`src/common/tpcsf_pkg.sv`:
```
// shared constants of the transceiver pcs fabric datapath
package tpcsf_pkg;

   // ----------------------------------------------------------------
   // register map (byte addresses)
   // ----------------------------------------------------------------
   localparam logic [7:0]  CTRL_OFFSET   = 8'h00;
   localparam logic [7:0]  STATUS_OFFSET = 8'h04;

   // control fields
   localparam int          CTRL_DESER_EN_BIT  = 0;
   localparam int          CTRL_SER_EN_BIT    = 1;
   localparam int          CTRL_ENC_BYPASS_BIT = 2;
   localparam int          CTRL_RX_MODE_LSB   = 3;
   localparam int          CTRL_RX_RST_BIT    = 5;
   localparam int          CTRL_TX_RST_BIT    = 6;
   localparam int          CTRL_WIDTH         = 7;
   localparam logic [6:0]  CTRL_RESET         = 7'h03;

   // status fields
   localparam int          STAT_RX_OVF_BIT    = 0;
   localparam int          STAT_TX_UNF_BIT    = 1;
   localparam int          STAT_RX_LEVEL_LSB  = 4;
   localparam int          STAT_TX_LEVEL_LSB  = 8;
   localparam int          STAT_SYNC_BIT      = 12;
   localparam int          STAT_RD_BIT        = 13;

   // receive input sets
   localparam logic [1:0]  RX_MODE_8_3  = 2'h0;
   localparam logic [1:0]  RX_MODE_8_5  = 2'h1;
   localparam logic [1:0]  RX_MODE_10_2 = 2'h2;

   // widths and depths
   localparam int          RX_SYM_W   = 13;
   localparam int          RX_WORD_W  = 26;
   localparam int          TX_BYTE_W  = 13;
   localparam int          FIFO_DEPTH = 4;
   localparam logic [1:0]  SYNC_COUNT = 2'h3;

   // bus answers
   localparam logic [1:0]  RESP_OKAY   = 2'h0;
   localparam logic [1:0]  RESP_SLVERR = 2'h2;

   // negative-disparity comma, code bit a in bit 9
   localparam logic [9:0]  K28_5_NEG = 10'b0011111010;
   localparam logic [7:0]  K28_5_BYTE = 8'hbc;

endpackage

```
`src/hdl/tpcsf_encoder.sv`:
```
// 8b/10b encoder with reset comma and running disparity
module tpcsf_encoder
   import tpcsf_pkg::*;
(
   input  wire logic       clk,
   input  wire logic       sys_rst,
   input  wire logic       clk_en,
   input  wire logic       tx_rst,
   input  wire logic       go,
   input  wire logic       send_comma,
   input  wire logic       raw,
   input  wire logic [9:0] data_in,
   input  wire logic       ctrl_in,
   input  wire logic       force_disp,
   input  wire logic       force_val,
   output logic [9:0]      sym_out,
   output logic            rd_pos
);

   typedef struct packed {
      logic [9:0] sym;
      logic       rd;
   } tpcsf_enc_state_t;

   tpcsf_enc_state_t q, d;

   // ----------------------------------------------------------------
   // code tables, negative column, first-sent bit in msb
   // ----------------------------------------------------------------
   function automatic logic [5:0] tab6(input logic [4:0] x);
      logic [5:0] t [32];
      t = '{6'h27, 6'h1d, 6'h2d, 6'h31, 6'h35, 6'h29, 6'h19, 6'h38,
            6'h39, 6'h25, 6'h15, 6'h34, 6'h0d, 6'h2c, 6'h1c, 6'h17,
            6'h1b, 6'h23, 6'h13, 6'h32, 6'h0b, 6'h2a, 6'h1a, 6'h3a,
            6'h33, 6'h26, 6'h16, 6'h36, 6'h0e, 6'h2e, 6'h1e, 6'h2b};
      return t[x];
   endfunction

   function automatic logic [3:0] tab4(input logic [2:0] y);
      logic [3:0] t [8];
      t = '{4'hb, 4'h9, 4'h5, 4'hc, 4'hd, 4'ha, 4'h6, 4'he};
      return t[y];
   endfunction

   // one symbol: standard tables, column picked by disparity
   function automatic logic [10:0] encode(input logic [7:0] b, input logic k,
                                          input logic rd);
      logic [4:0] x;
      logic [2:0] y;
      logic [5:0] c6;
      logic [3:0] c4;
      logic       unb6;
      logic       mid;
      logic       alt;
      logic       unb4;
      x    = b[4:0];
      y    = b[7:5];
      c6   = (k && x == 5'h1c) ? 6'h0f : tab6(x);
      unb6 = ($countones(c6) != 3);
      if (rd && (unb6 || x == 5'h07)) begin
         c6 = ~c6;
      end
      mid  = rd ^ unb6;
      alt  = (y == 3'h7) && (k || (!mid && (x == 5'h11 || x == 5'h12 || x == 5'h14))
              || (mid && (x == 5'h0b || x == 5'h0d || x == 5'h0e)));
      c4   = alt ? 4'h7 : tab4(y);
      unb4 = (y == 3'h0) || (y == 3'h4) || (y == 3'h7);
      if (mid && (unb4 || y == 3'h3)) begin
         c4 = ~c4;
      end else if (k && !mid && !unb4 && y != 3'h3) begin
         c4 = ~c4;
      end
      return {c6, c4, mid ^ unb4};
   endfunction

   // ----------------------------------------------------------------
   // next state
   // ----------------------------------------------------------------
   always_comb begin
      logic [10:0] e;
      logic        rd_use;
      d      = q;
      rd_use = force_disp ? force_val : q.rd;
      e      = encode(send_comma ? K28_5_BYTE : data_in[7:0],
                      send_comma | ctrl_in, send_comma ? q.rd : rd_use);
      if (tx_rst) begin
         d.sym = K28_5_NEG;
         d.rd  = 1'b0;
      end else if (go) begin
         if (raw && !send_comma) begin
            d.sym = data_in;
         end else begin
            d.sym = e[10:1];
            d.rd  = e[0];
         end
      end
   end

   always_ff @(posedge clk) begin
      if (sys_rst) begin
         q     <= '0;
         q.sym <= K28_5_NEG;
      end else if (clk_en) begin
         q <= d;
      end
   end

   assign sym_out = q.sym;
   assign rd_pos  = q.rd;

endmodule

```
`src/hdl/tpcsf_datapath.sv`:
```
// fabric-side transceiver datapath: deserializer, fifos, serializer
// ----------------------------------------------------------------
// Summary of operation
// - deserializer takes at most 13 bits of data plus flags per symbol.
// - input sets are 8+3 flags, 8+5 flags or 10+2 flags.
// - output is up to 26 bits, each flag doubled for upper and lower byte.
// - in 10-to-20 mode alignment flag bit 1 marks upper, bit 0 lower half.
// - receive fifo is four words, at fabric edge, phase only, never bypassed.
// - receive fifo written at half symbol rate when deserializing, read by fabric.
// - transmit fifo is four words, always used, fabric writes, pll side reads.
// - control select and disparity override travel through the fifo with data.
// - serializer splits each wide word into two, low byte first.
// - encoder maps byte plus control select to a balanced ten-bit code.
// - in transmit reset, disparity cleared, inputs ignored, negative comma sent.
// - after reset start negative and send three commas before data.
// - control select low encodes data, high encodes a control symbol.
// - encoder does not check control bytes for legality.
// - negative comma is 0011111010, positive form its complement.
// - receive digital reset reinitialises a collided receive fifo.
// ----------------------------------------------------------------
//
// The AXI4-Lite interface to the registers and the address map were left to the implementer.
module tpcsf_datapath
   import tpcsf_pkg::*;
#(
   parameter int DEPTH = FIFO_DEPTH
)
(
   input  wire logic                 clk,
   input  wire logic                 sys_rst,
   input  wire logic                 clk_en,
   // register bus
   input  wire logic [7:0]           s_axi_awaddr,
   input  wire logic                 s_axi_awvalid,
   output logic                      s_axi_awready,
   input  wire logic [31:0]          s_axi_wdata,
   input  wire logic [3:0]           s_axi_wstrb,
   input  wire logic                 s_axi_wvalid,
   output logic                      s_axi_wready,
   output logic [1:0]                s_axi_bresp,
   output logic                      s_axi_bvalid,
   input  wire logic                 s_axi_bready,
   input  wire logic [7:0]           s_axi_araddr,
   input  wire logic                 s_axi_arvalid,
   output logic                      s_axi_arready,
   output logic [31:0]               s_axi_rdata,
   output logic [1:0]                s_axi_rresp,
   output logic                      s_axi_rvalid,
   input  wire logic                 s_axi_rready,
   // digital resets
   input  wire logic                 rx_digital_rst,
   input  wire logic                 tx_digital_rst,
   // receive side
   input  wire logic                 rx_sym_valid,
   input  wire logic [RX_SYM_W-1:0]  rx_sym_in,
   output logic                      rx_out_valid,
   input  wire logic                 rx_out_ready,
   output logic [RX_WORD_W-1:0]      rx_out_word,
   // transmit side
   input  wire logic                 tx_in_valid,
   output logic                      tx_in_ready,
   input  wire logic [19:0]          tx_in_data,
   input  wire logic [1:0]           tx_in_ctrl,
   input  wire logic [1:0]           tx_in_force,
   input  wire logic [1:0]           tx_in_fval,
   input  wire logic                 tx_sym_strobe,
   output logic [9:0]                tx_sym_out
);

   localparam int PW = $clog2(DEPTH) + 1;

   typedef struct packed {
      logic [CTRL_WIDTH-1:0]                  ctrl;
      logic                                   rx_ovf;
      logic                                   tx_unf;
      logic                                   aw_got;
      logic [7:0]                             awaddr;
      logic                                   w_got;
      logic [31:0]                            wdata;
      logic [3:0]                             wstrb;
      logic                                   bvalid;
      logic [1:0]                             bresp;
      logic                                   rvalid;
      logic [31:0]                            rdata;
      logic [1:0]                             rresp;
      logic [DEPTH-1:0][RX_WORD_W-1:0]        rx_mem;
      logic [PW-1:0]                          rx_wp;
      logic [PW-1:0]                          rx_rp;
      logic                                   rx_half;
      logic [RX_SYM_W-1:0]                    rx_lo;
      logic [DEPTH-1:0][2*TX_BYTE_W-1:0]      tx_mem;
      logic [PW-1:0]                          tx_wp;
      logic [PW-1:0]                          tx_rp;
      logic                                   tx_phase;
      logic [TX_BYTE_W-1:0]                   tx_hi;
      logic [1:0]                             sync_cnt;
   } tpcsf_state_t;

   tpcsf_state_t q, d;

   logic             rx_rst;
   logic             tx_rst;
   logic             enc_go;
   logic             enc_comma;
   logic [TX_BYTE_W-1:0] enc_byte;
   logic             enc_rd;

   // ----------------------------------------------------------------
   // helpers
   // ----------------------------------------------------------------
   // places data halves then each flag pair, upper copy above lower
   function automatic logic [RX_WORD_W-1:0] deser_pack(input logic [RX_SYM_W-1:0] lo,
                                                        input logic [RX_SYM_W-1:0] hi,
                                                        input logic [1:0] mode);
      logic [RX_WORD_W-1:0] r;
      int                   dw;
      int                   nf;
      r  = '0;
      dw = (mode == RX_MODE_10_2) ? 10 : 8;
      nf = (mode == RX_MODE_8_3) ? 3 : (mode == RX_MODE_8_5) ? 5 : 2;
      for (int i = 0; i < 10; i++) begin
         if (i < dw) begin
            r[i]      = lo[i];
            r[dw + i] = hi[i];
         end
      end
      for (int j = 0; j < 5; j++) begin
         if (j < nf) begin
            r[2*dw + 2*j]     = lo[dw + j];
            r[2*dw + 2*j + 1] = hi[dw + j];
         end
      end
      return r;
   endfunction

   function automatic logic [PW-1:0] fifo_level(input logic [PW-1:0] wp,
                                                input logic [PW-1:0] rp);
      return wp - rp;
   endfunction

   function automatic logic [PW-2:0] slot(input logic [PW-1:0] p);
      return p[PW-2:0];
   endfunction

   // ----------------------------------------------------------------
   // resets, handshakes and outputs
   // ----------------------------------------------------------------
   assign rx_rst = rx_digital_rst | q.ctrl[CTRL_RX_RST_BIT];
   assign tx_rst = tx_digital_rst | q.ctrl[CTRL_TX_RST_BIT];

   // readies drop while frozen so no item is taken without a state change
   assign s_axi_awready = clk_en && !q.aw_got && !q.bvalid;
   assign s_axi_wready  = clk_en && !q.w_got && !q.bvalid;
   assign s_axi_arready = clk_en && !q.rvalid;
   assign s_axi_bvalid  = q.bvalid;
   assign s_axi_bresp   = q.bresp;
   assign s_axi_rvalid  = q.rvalid;
   assign s_axi_rdata   = q.rdata;
   assign s_axi_rresp   = q.rresp;

   assign rx_out_valid = clk_en && !rx_rst && fifo_level(q.rx_wp, q.rx_rp) != '0;
   assign rx_out_word  = q.rx_mem[slot(q.rx_rp)];
   assign tx_in_ready  = clk_en && !tx_rst
                         && fifo_level(q.tx_wp, q.tx_rp) != PW'(DEPTH);

   // transmit symbol selection feeding the encoder
   always_comb begin
      enc_go    = tx_sym_strobe;
      enc_comma = 1'b0;
      enc_byte  = q.tx_mem[slot(q.tx_rp)][TX_BYTE_W-1:0];
      if (q.sync_cnt != 2'h0) begin
         enc_comma = 1'b1;
      end else if (q.tx_phase) begin
         enc_byte = q.tx_hi;
      end else if (fifo_level(q.tx_wp, q.tx_rp) == '0) begin
         enc_comma = 1'b1;                                       // idle comma on underrun
      end
   end

   // ----------------------------------------------------------------
   // next state
   // ----------------------------------------------------------------
   always_comb begin
      logic       wr_ok;
      logic       rd_ok;
      logic       push;
      logic [RX_WORD_W-1:0] word;
      d     = q;
      wr_ok = 1'b0;
      rd_ok = 1'b0;
      push  = 1'b0;
      word  = '0;

      // write address and data taken in either order
      if (s_axi_awvalid && s_axi_awready) begin
         d.aw_got = 1'b1;
         d.awaddr = s_axi_awaddr;
      end
      if (s_axi_wvalid && s_axi_wready) begin
         d.w_got = 1'b1;
         d.wdata = s_axi_wdata;
         d.wstrb = s_axi_wstrb;
      end
      if (q.aw_got && q.w_got) begin
         d.aw_got = 1'b0;
         d.w_got  = 1'b0;
         d.bvalid = 1'b1;
         d.bresp  = RESP_OKAY;
         wr_ok    = 1'b1;
         if (q.awaddr[7:2] == CTRL_OFFSET[7:2]) begin
            if (q.wstrb[0]) begin
               d.ctrl = q.wdata[CTRL_WIDTH-1:0];
            end
         end else if (q.awaddr[7:2] != STATUS_OFFSET[7:2]) begin
            d.bresp = RESP_SLVERR;
            wr_ok   = 1'b0;
         end
      end
      if (q.bvalid && s_axi_bready) begin
         d.bvalid = 1'b0;
      end

      // status flags clear by writing one; a new event below wins
      if (wr_ok && q.awaddr[7:2] == STATUS_OFFSET[7:2] && q.wstrb[0]) begin
         if (q.wdata[STAT_RX_OVF_BIT]) begin
            d.rx_ovf = 1'b0;
         end
         if (q.wdata[STAT_TX_UNF_BIT]) begin
            d.tx_unf = 1'b0;
         end
      end

      // read channel
      if (s_axi_arvalid && s_axi_arready) begin
         d.rvalid = 1'b1;
         d.rdata  = '0;
         d.rresp  = RESP_OKAY;
         rd_ok    = 1'b1;
         if (s_axi_araddr[7:2] == CTRL_OFFSET[7:2]) begin
            d.rdata[CTRL_WIDTH-1:0] = q.ctrl;
         end else if (s_axi_araddr[7:2] == STATUS_OFFSET[7:2]) begin
            d.rdata[STAT_RX_OVF_BIT] = q.rx_ovf;
            d.rdata[STAT_TX_UNF_BIT] = q.tx_unf;
            d.rdata[STAT_RX_LEVEL_LSB +: PW] = fifo_level(q.rx_wp, q.rx_rp);
            d.rdata[STAT_TX_LEVEL_LSB +: PW] = fifo_level(q.tx_wp, q.tx_rp);
            d.rdata[STAT_SYNC_BIT] = (q.sync_cnt != 2'h0);
            d.rdata[STAT_RD_BIT]   = enc_rd;
         end else begin
            d.rresp = RESP_SLVERR;
         end
      end else if (q.rvalid && s_axi_rready) begin
         d.rvalid = 1'b0;
      end

      // receive: pair symbols when deserializing, else pass each one
      if (rx_rst) begin
         d.rx_wp   = '0;
         d.rx_rp   = '0;
         d.rx_half = 1'b0;
      end else begin
         if (rx_sym_valid) begin
            if (!q.ctrl[CTRL_DESER_EN_BIT]) begin
               push = 1'b1;
               word = deser_pack(rx_sym_in, '0, q.ctrl[CTRL_RX_MODE_LSB +: 2]);
            end else if (!q.rx_half) begin
               d.rx_half = 1'b1;
               d.rx_lo   = rx_sym_in;
            end else begin
               d.rx_half = 1'b0;
               push      = 1'b1;
               word      = deser_pack(q.rx_lo, rx_sym_in, q.ctrl[CTRL_RX_MODE_LSB +: 2]);
            end
         end
         if (rx_out_valid && rx_out_ready) begin
            d.rx_rp = q.rx_rp + PW'(1);
         end
         if (push) begin
            if (fifo_level(q.rx_wp, q.rx_rp) == PW'(DEPTH)) begin
               d.rx_ovf = 1'b1;                                  // pointers collided
            end else begin
               d.rx_mem[slot(q.rx_wp)] = word;
               d.rx_wp = q.rx_wp + PW'(1);
            end
         end
      end

      // transmit fifo write, flags stored beside their byte
      if (tx_in_valid && tx_in_ready) begin
         d.tx_mem[slot(q.tx_wp)] = {tx_in_fval[1], tx_in_force[1], tx_in_ctrl[1],
                                    tx_in_data[19:10],
                                    tx_in_fval[0], tx_in_force[0], tx_in_ctrl[0],
                                    tx_in_data[9:0]};
         d.tx_wp = q.tx_wp + PW'(1);
      end

      // transmit read side paced by the pll symbol strobe
      if (tx_rst) begin
         d.tx_wp    = '0;
         d.tx_rp    = '0;
         d.tx_phase = 1'b0;
         d.sync_cnt = SYNC_COUNT;
      end else if (tx_sym_strobe) begin
         if (q.sync_cnt != 2'h0) begin
            d.sync_cnt = q.sync_cnt - 2'h1;
         end else if (q.tx_phase) begin
            d.tx_phase = 1'b0;
         end else if (fifo_level(q.tx_wp, q.tx_rp) == '0) begin
            d.tx_unf = 1'b1;
         end else begin
            d.tx_rp    = q.tx_rp + PW'(1);
            d.tx_hi    = q.tx_mem[slot(q.tx_rp)][2*TX_BYTE_W-1:TX_BYTE_W];
            d.tx_phase = q.ctrl[CTRL_SER_EN_BIT];
         end
      end
   end

   // ----------------------------------------------------------------
   // state register
   // ----------------------------------------------------------------
   always_ff @(posedge clk) begin
      if (sys_rst) begin
         q          <= '0;
         q.ctrl     <= CTRL_RESET;
         q.sync_cnt <= SYNC_COUNT;
      end else if (clk_en) begin
         q <= d;
      end
   end

   // ----------------------------------------------------------------
   // encoder
   // ----------------------------------------------------------------
   tpcsf_encoder tpcsf_encoder_inst (
      .clk        (clk),
      .sys_rst    (sys_rst),
      .clk_en     (clk_en),
      .tx_rst     (tx_rst),
      .go         (enc_go),
      .send_comma (enc_comma),
      .raw        (q.ctrl[CTRL_ENC_BYPASS_BIT]),
      .data_in    (enc_byte[9:0]),
      .ctrl_in    (enc_byte[10]),
      .force_disp (enc_byte[11]),
      .force_val  (enc_byte[12]),
      .sym_out    (tx_sym_out),
      .rd_pos     (enc_rd)
   );

endmodule

```
`config.mk`:
```
export PLATFORM = sky130hd
export DESIGN_NAME = tpcsf_datapath
export DESIGN_NICKNAME = d
export VERILOG_FILES = /design/src/common/tpcsf_pkg.sv /design/src/hdl/tpcsf_encoder.sv /design/src/hdl/tpcsf_datapath.sv
export SDC_FILE = /design/constraint.sdc
export NUM_CORES = 1
export LEC_CHECK = 0
export ABC_CLOCK_PERIOD_IN_PS = 10930
export BUFFER_PORTS_ARGS = -buffer_cell sky130_fd_sc_hd__buf_2
export CELL_PAD_IN_SITES_DETAIL_PLACEMENT = 0
export CELL_PAD_IN_SITES_GLOBAL_PLACEMENT = 1
export CORE_MARGIN = 2
export CORE_UTILIZATION = 47
export DETAILED_ROUTE_END_ITERATION = 10
export GPL_TIMING_DRIVEN = 0
export PLACE_DENSITY_LB_ADDON = 0.08
export SLEW_MARGIN = 20
export SYNTH_ARGS = -nofsm -noshare
export SYNTH_HDL_FRONTEND = slang
export SYNTH_SLANG_ARGS = --single-unit
```
`constraint.sdc`:
```
create_clock -name clk -period 10.93 [get_ports clk]
set_input_delay 0.5465 -clock clk [delete_from_list [all_inputs] [get_ports clk]]
set_output_delay 0.5465 -clock clk [all_outputs]
set_load 0.02 [all_outputs]
```
# Word-level counts from Yosys, hierarchy flattened
# Memory sizes are Yosys's and may differ from the RTL's.
# Index checks and enable logic that the tools add are counted.
[op_classes]
add_sub_neg = 30
mul = 0
div = 0
magnitude_cmp = 68
eq_ne = 25
shifts = 0
mux = 334
bitwise_logic = 36
reduce_logical = 110
[ops]
columns = ["cell", "count"]
rows = [
  ["two-way mux 26 bit", 136],
  ["bitwise mux 26 bit", 30],
  ["inverter 26 bit", 10],
  [">= comparator 32 x 1 -> 1 bit (second input constant)", 8],
  ["less-than comparator 32 x 7 -> 1 bit (second input constant)", 8],
  ["bitwise AND 26 bit", 9],
  ["bitwise mux 104 bit", 2],
  ["binary-select mux 26 bit (select 2 bit)", 2],
  ["demux 26 bit (select 2 bit)", 2],
  ["demux 1 bit (select 5 bit)", 19],
  ["two-way mux 1 bit", 80],
  ["adder 32 bit", 2],
  ["two-way mux 13 bit", 4],
  ["logical AND 1 bit", 51],
  ["binary-select mux 1 bit (select 4 bit)", 10],
  ["two-way mux 3 bit", 13],
  ["two-way mux 37 bit", 1],
  ["less-than comparator 5 x 6 -> 1 bit (second input constant)", 6],
  ["two-way mux 17 bit", 2],
  ["!= test 32 x 3 -> 1 bit (second input constant)", 1],
  [">= comparator 5 x 1 -> 1 bit (second input constant)", 6],
  ["adder 6 x 1 -> 7 bit (second input constant)", 4],
  [">= comparator 7 x 1 -> 1 bit (second input constant)", 4],
  ["less-than comparator 7 x 6 -> 1 bit (second input constant)", 4],
  ["other kinds (73)", 189],
]
[word_totals]
register_bits = 334
latchBits = 0
mem_bits_rw = 0
rom_bits = 304
in_bits = 105
output_inout_bits = 79
elab_cells = 642
n_memories = 7
[memory_table]
columns = ["name", "words", "word_bits", "read_ports", "rd_ports_with_merged_regs", "write_ports", "line_no", "rtl"]
rows = [
  ["(name not given)", 32, 6, 1, 0, 0, "tpcsf_encoder.sv:36", "return t[x];"],
  ["(name not given)", 8, 4, 1, 0, 0, "tpcsf_encoder.sv:42", "return t[y];"],
  ["(name not given)", 16, 1, 1, 0, 0, "tpcsf_datapath.sv:130", "r[2*dw + 2*j + 1] = hi[dw + j];"],
  ["(name not given)", 16, 1, 1, 0, 0, "tpcsf_datapath.sv:130", ""],
  ["(name not given)", 16, 1, 1, 0, 0, "tpcsf_datapath.sv:130", ""],
  ["(name not given)", 16, 1, 1, 0, 0, "tpcsf_datapath.sv:130", ""],
  ["+1 memories", "--", "--", "--", "--", "--", "--", ""],
]

# Logic depth before layout (Yosys ltp)
[logic_depth]
depth_word = 102
depth_mapped = 27
depth_no_buf = 25

# Hierarchy
# From an unflattened synthesis, not the netlist that was laid out.
[unflattened]
cells_unflattened = 1718
area_unflattened_um2 = 14856.7
[by_module_without_submodules]
columns = ["module", "n_inst", "cells_each", "area_per_inst_um2", "seq_area_each_um2"]
rows = [
  ["tpcsf_datapath", 1, 1513, 13350.3, 5825.6],
  ["tpcsf_encoder", 1, 205, 1506.4, 220.2],
]

# Worst setup path after synthesis
# No wires, ideal clock.
[synth_path]
path_type = "register to register"
from = "register q[17] in the netlist's numbering"
to = "register tpcsf_encoder_inst.q, in the netlist tpcsf_encoder_inst.sym_out[3]"
setup_time_ns = 0.132
arrival_ns = 5.891
required_ns = 10.798
setup_slack_ns = 4.907
path_stages_with_launch = 27
n_path_buf = 3
period_less_slack_ns = 6.023
path_cell_list = "dfxtp_1 -> buf_2 -> buf_1 -> buf_1 -> inv_1 -> ha_1 -> nand2_1 -> o31ai_2 -> nor2_1 -> ha_1 -> inv_1 -> nor2_1 -> mux2i_1 -> o31ai_1 -> a31oi_2 -> ha_1 -> fa_1 -> ha_1 -> and4bb_2 -> nand2_1 -> o211a_1 -> o22ai_2 -> nor2_2 -> mux2i_4 -> mux2_2 -> nand3_1 -> a21oi_1"
[synth_via]
elab_chain_cells = 28
elab_cells_between_ends = 69
cone_classes = "add/sub: 6; eq/ne: 12; mux: 21; bitwise: 5; reduce/logical: 23; memory: 2"
[synth_lines]
columns = ["element", "line_no", "rtl"]
rows = [
  ["start, declared", "tpcsf_datapath.sv:99", "tpcsf_state_t q, d;"],
  ["subtractor 3 bit", "tpcsf_datapath.sv:138", "return wp - rp;"],
  ["logical NOT 3 bit", "tpcsf_datapath.sv:175", "end else if (fifo_level(q.tx_wp, q.tx_rp) == '0) begin"],
  ["two-way mux 1 bit", "tpcsf_datapath.sv:175", ""],
  ["two-way mux 1 bit", "tpcsf_datapath.sv:173", "end else if (q.tx_phase) begin"],
  ["two-way mux 1 bit", "tpcsf_datapath.sv:171", "if (q.sync_cnt != 2'h0) begin"],
  ["two-way mux 8 bit", "tpcsf_encoder.sv:84", "e = encode(send_comma ? K28_5_BYTE : data_in[7:0],"],
  ["inverter 5 -> 6 bit (implied by the code)", "tpcsf_encoder.sv:36", ""],
  ["memory read (32 x 6 bit)", "--", ""],
  ["[... 12 more ...]", "--", ""],
  ["logical AND 1 bit", "tpcsf_encoder.sv:64", "alt = (y == 3'h7) && (k || (!mid && (x == 5'h11 || x == 5'h12 || x == 5'h14))"],
  ["two-way mux 4 bit", "tpcsf_encoder.sv:66", "c4 = alt ? 4'h7 : tab4(y);"],
  ["inverter 4 bit", "tpcsf_encoder.sv:69, tpcsf_encoder.sv:71", ""],
  ["two-way mux 4 bit", "tpcsf_encoder.sv:70", "end else if (k && !mid && !unb4 && y != 3'h3) begin"],
  ["two-way mux 4 bit", "tpcsf_encoder.sv:68", "if (mid && (unb4 || y == 3'h3)) begin"],
  ["two-way mux 10 bit *", "tpcsf_encoder.sv:90", "if (raw && !send_comma) begin"],
  ["two-way mux 11 bit *", "tpcsf_encoder.sv:89", "end else if (go) begin"],
  ["two-way mux 11 bit *", "tpcsf_encoder.sv:86", "if (tx_rst) begin"],
  ["end, declared", "tpcsf_encoder.sv:25", "tpcsf_enc_state_t q, d;"],
]
# Every way passes the cells marked *; elsewhere a longest branch is shown, timed or not. The select of a mux whose other input is x is not followed.
# A chain may end at the register's enable or synchronous reset.

# Final worst setup path
# Same ends and word-level chain as after synthesis.

==> impl_metrics.ini <==
[global_routing]
grt_pass1_vias = 11916
overflow = 0
grt_max_degree = 14
antenna_found_initial = 0
grtUsageTotal_pct = 26.93
grt_pass1_wl_um = 66330

[final_layout]
drive_gt1_share_pct = 16.23
nNetsFinal = 2072
final_area_um2 = 16630
syn2layout_area_growth_pct = 16.47

[timing]
slew_violations = 0
tightest_slew_ps = 920.5
fin_worst_skew_ps = 23.69
rsz0062_at_grt = false
period_minus_slack_ps = 7675
min_period_over_period_pct = 70.22
setup_viol = 0
clock.fmax_mhz = 130.3
slew_headroom_pct = 38.63
tns_ps = 0
timing.hold.ws_ps = 250.5
hold_viol = 0

[logic_synthesis]
synthCells = 1752
ys_warn_count = 0
synth_seq_cells = 302
synthTopCellsByArea = dfxtp_1, nand2_1, a21oi_1
synth_edf_count = 0
yosysTopAreaCell = dfxtp_1
synth_top_area_share_pct = 42.33
syn_area_per_cell_um2 = 8.151
ys_seq_area_share_pct = 42.33
synth_area_um2 = 14280
synth-main-ff-cell = dfxtp_1
synthArstFlopShare_pct = 0
ys_types = 71

[route]
drc = 0
first_pass_iters = 5
antenna_left = 0
totalWireLength_um = 43200
vias = 12882
initialDrtViolationCount = 901
wl_per_cell_um = 18.38
viasPerCell = 5.482

[worst_setup_path]
crit_fanout = 10
cpPeakStageDelay_ps = 700
cp_common_cell = ha_1
crit_slowest_cell = o31ai_2
endpoint_kind = flip-flop
crit_path_start_kind = flip-flop
timing.critical_path.arrival_ps = 8050
crit_type = flip-flop to flip-flop
cp.required_ps = 11300

[cts]
cts_buffer_depth = 3
root_buffer = clkbuf_16
insertion_delay_ps = 530
ctsResizeCount = 0
clkTransAtPathRegs_ps = 60
postCtsHoldBufs = 0
cts_tree = yes
post_cts_buffers = 0
htreeDepth = 2
clock-sinks = 302
cts-buffers-inserted = 35

[pwr]
p_leak_nw = 6.085
ir_worst_vdd_v = 0.0001357
p_per_area_nw_per_um2 = 145.0

[floorplanning]
rows = 63
die_x_um = 178.3
io_pins = 184
dieArea_um2 = 31800
coreArea_um2 = 29800
start_util_pct = 47.93
die_h_um = 178.3

[place]
gp_congestion = 0.8754
dpl.hpwl_um = 31010
dpl_cell_area_um2 = 15500
portBuffers = 128

[job]
drv_cap = 0

[run_status]
status = complete, no violations

[hold_path]
holdCritPathClass = input port to flip-flop
## logic make-up after synthesis
kind of cell	Yosys count	share of synthesized area (%)
XOR/XNOR	18	1.314
other	1	0.02626
adder cells (fa/ha/maj)	28	2.663
AND/OR/NAND/NOR	770	21.98
multiplexers	87	11.00
flip-flops	302	42.33
buffers and inverters	170	5.660
AO/OA/AOI/OAI	376	15.03
## power breakdown
part / internal [mW] / switching, mW
registers: 1.11 / 0.00658
logic: 0.0429 / 0.0941
clock network: 0.686 / 0.470
## placed cells by master (no fill, tap or decap), types with 4 or more instances in the layout
master       n
nand2_1    549
dfxtp_1    302
a21oi_1    279
buf_2      148
nor2_1     110
clkbuf_1    87
mux4_2      51
buf_4       37
clkbuf_16   37
nand3_1     30
mux2i_1     26
ha_1        24
conb_1      22
inv_1       21
nor3_1      17
o21ai_0     16
and2_1      15
a22oi_1     12
a211oi_1    11
and3_1      10
a31oi_1     10
buf_1        8
xor2_1       8
xnor2_1      8
a21boi_0     8
nand4_1      7
clkbuf_8     7
clkinv_2     7
a32oi_1      6
mux2_2       5
nand2b_1     5
mux2i_4      4
o211ai_1     4
nor2b_1      4
nor4_1       4
fa_1         4
## flip-flops by register name, indices dropped and copies added (netlist names)
signal / count
tpcsf_encoder_inst.rd_pos: 1
s_axi_bresp: 1
s_axi_rresp: 1
s_axi_rvalid: 1
q: 275
s_axi_rdata: 12
tpcsf_encoder_inst.sym_out: 10
s_axi_bvalid: 1
## cell usage after synthesis (all sizes together) (3+ instances only)
| library cell | number |
|---|---|
| a32o | 3 |
| buf | 65 |
| mux4 | 51 |
| nor3 | 19 |
| mux2 | 6 |
| ha | 24 |
| nand2 | 549 |
| clkbuf | 84 |
| o22ai | 3 |
| nand3 | 32 |
| fa | 4 |
| o211ai | 4 |
| a32oi | 6 |
| or3 | 3 |
| dfxtp | 302 |
| xnor2 | 8 |
| nor4 | 5 |
| nand4 | 7 |
| a21oi | 280 |
| a21boi | 9 |
| mux2i | 30 |
| a211oi | 11 |
| o21ai | 19 |
| xor2 | 8 |
| o31ai | 4 |
| nand2b | 5 |
| inv | 21 |
| and3 | 10 |
| a31oi | 11 |
| and2 | 16 |
| nor2b | 4 |
| a22oi | 12 |
| nor2 | 111 |
## routing by layer
layer | share of wire [%] | up-vias | global-route usage, %
li1 | - | 6285 | -
met5 | 0 | - | 0
met4 | 2.0 | 0 | 7.182
met2 | 44 | 466 | 41.52
met1 | 46 | 6073 | 39.24
met3 | 7.9 | 58 | 4.241
## final timing paths
| kind | start | endpoint | slack [ps] | cells after the start |
|---|---|---|---|---|
| worst min-delay path | s_axi_bready | s_axi_bvalid | 250 | 2 |
| worst min register to register | q[84] | q[84] | 450 | 2 |
| worst max-delay path | q[17] | tpcsf_encoder_inst.sym_out[3] | 3250 | 26 |
| worst max register to register | q[17] | tpcsf_encoder_inst.sym_out[3] | 3250 | 26 |
## per-stage QoR
| stage | utilization (%) | std cells | setup slack, ps | power [mW] |
|---|---|---|---|---|
| 2_1_floorplan | - | 1773 | 4907 | 1.221 |
| 3_3_place_gp | 51.98 | 2291 | 3354 | 1.277 |
| 3_5_place_dp | 52.02 | 2292 | 3317 | 1.278 |
| 4_1_cts | 55.80 | 2349 | 3291 | 2.419 |
| 5_1_grt | 55.82 | 2349 | 2758 | 2.475 |
| 6_report | 55.82 | 2350 | 3255 | 2.411 |
## final cells by class
type | count | area [µm²]
Fill cell | 2908 | 13160
Multi-Input combinational cell | 1301 | 7517
Sequential cell | 302 | 6046
Clock buffer | 47 | 1033
Buffer | 149 | 729.5
Timing Repair Buffer | 129 | 645.6
Tap cell | 390 | 488.0
Clock inverter | 10 | 92.59
Inverter | 21 | 78.83
Antenna cell | 1 | 2.502
## worst max-delay path: cells and delay by family, from the launching register on
family / cells / cell delay (ps)
buffers and inverters: 5 / 1840
adder cells (fa/ha/maj): 5 / 1720
AO/OA/AOI/OAI: 6 / 1620
AND/OR/NAND/NOR: 7 / 1090
multiplexers: 3 / 840
flip-flops: 1 / 430
No activity file was read; power rests on OpenSTA's default activity.
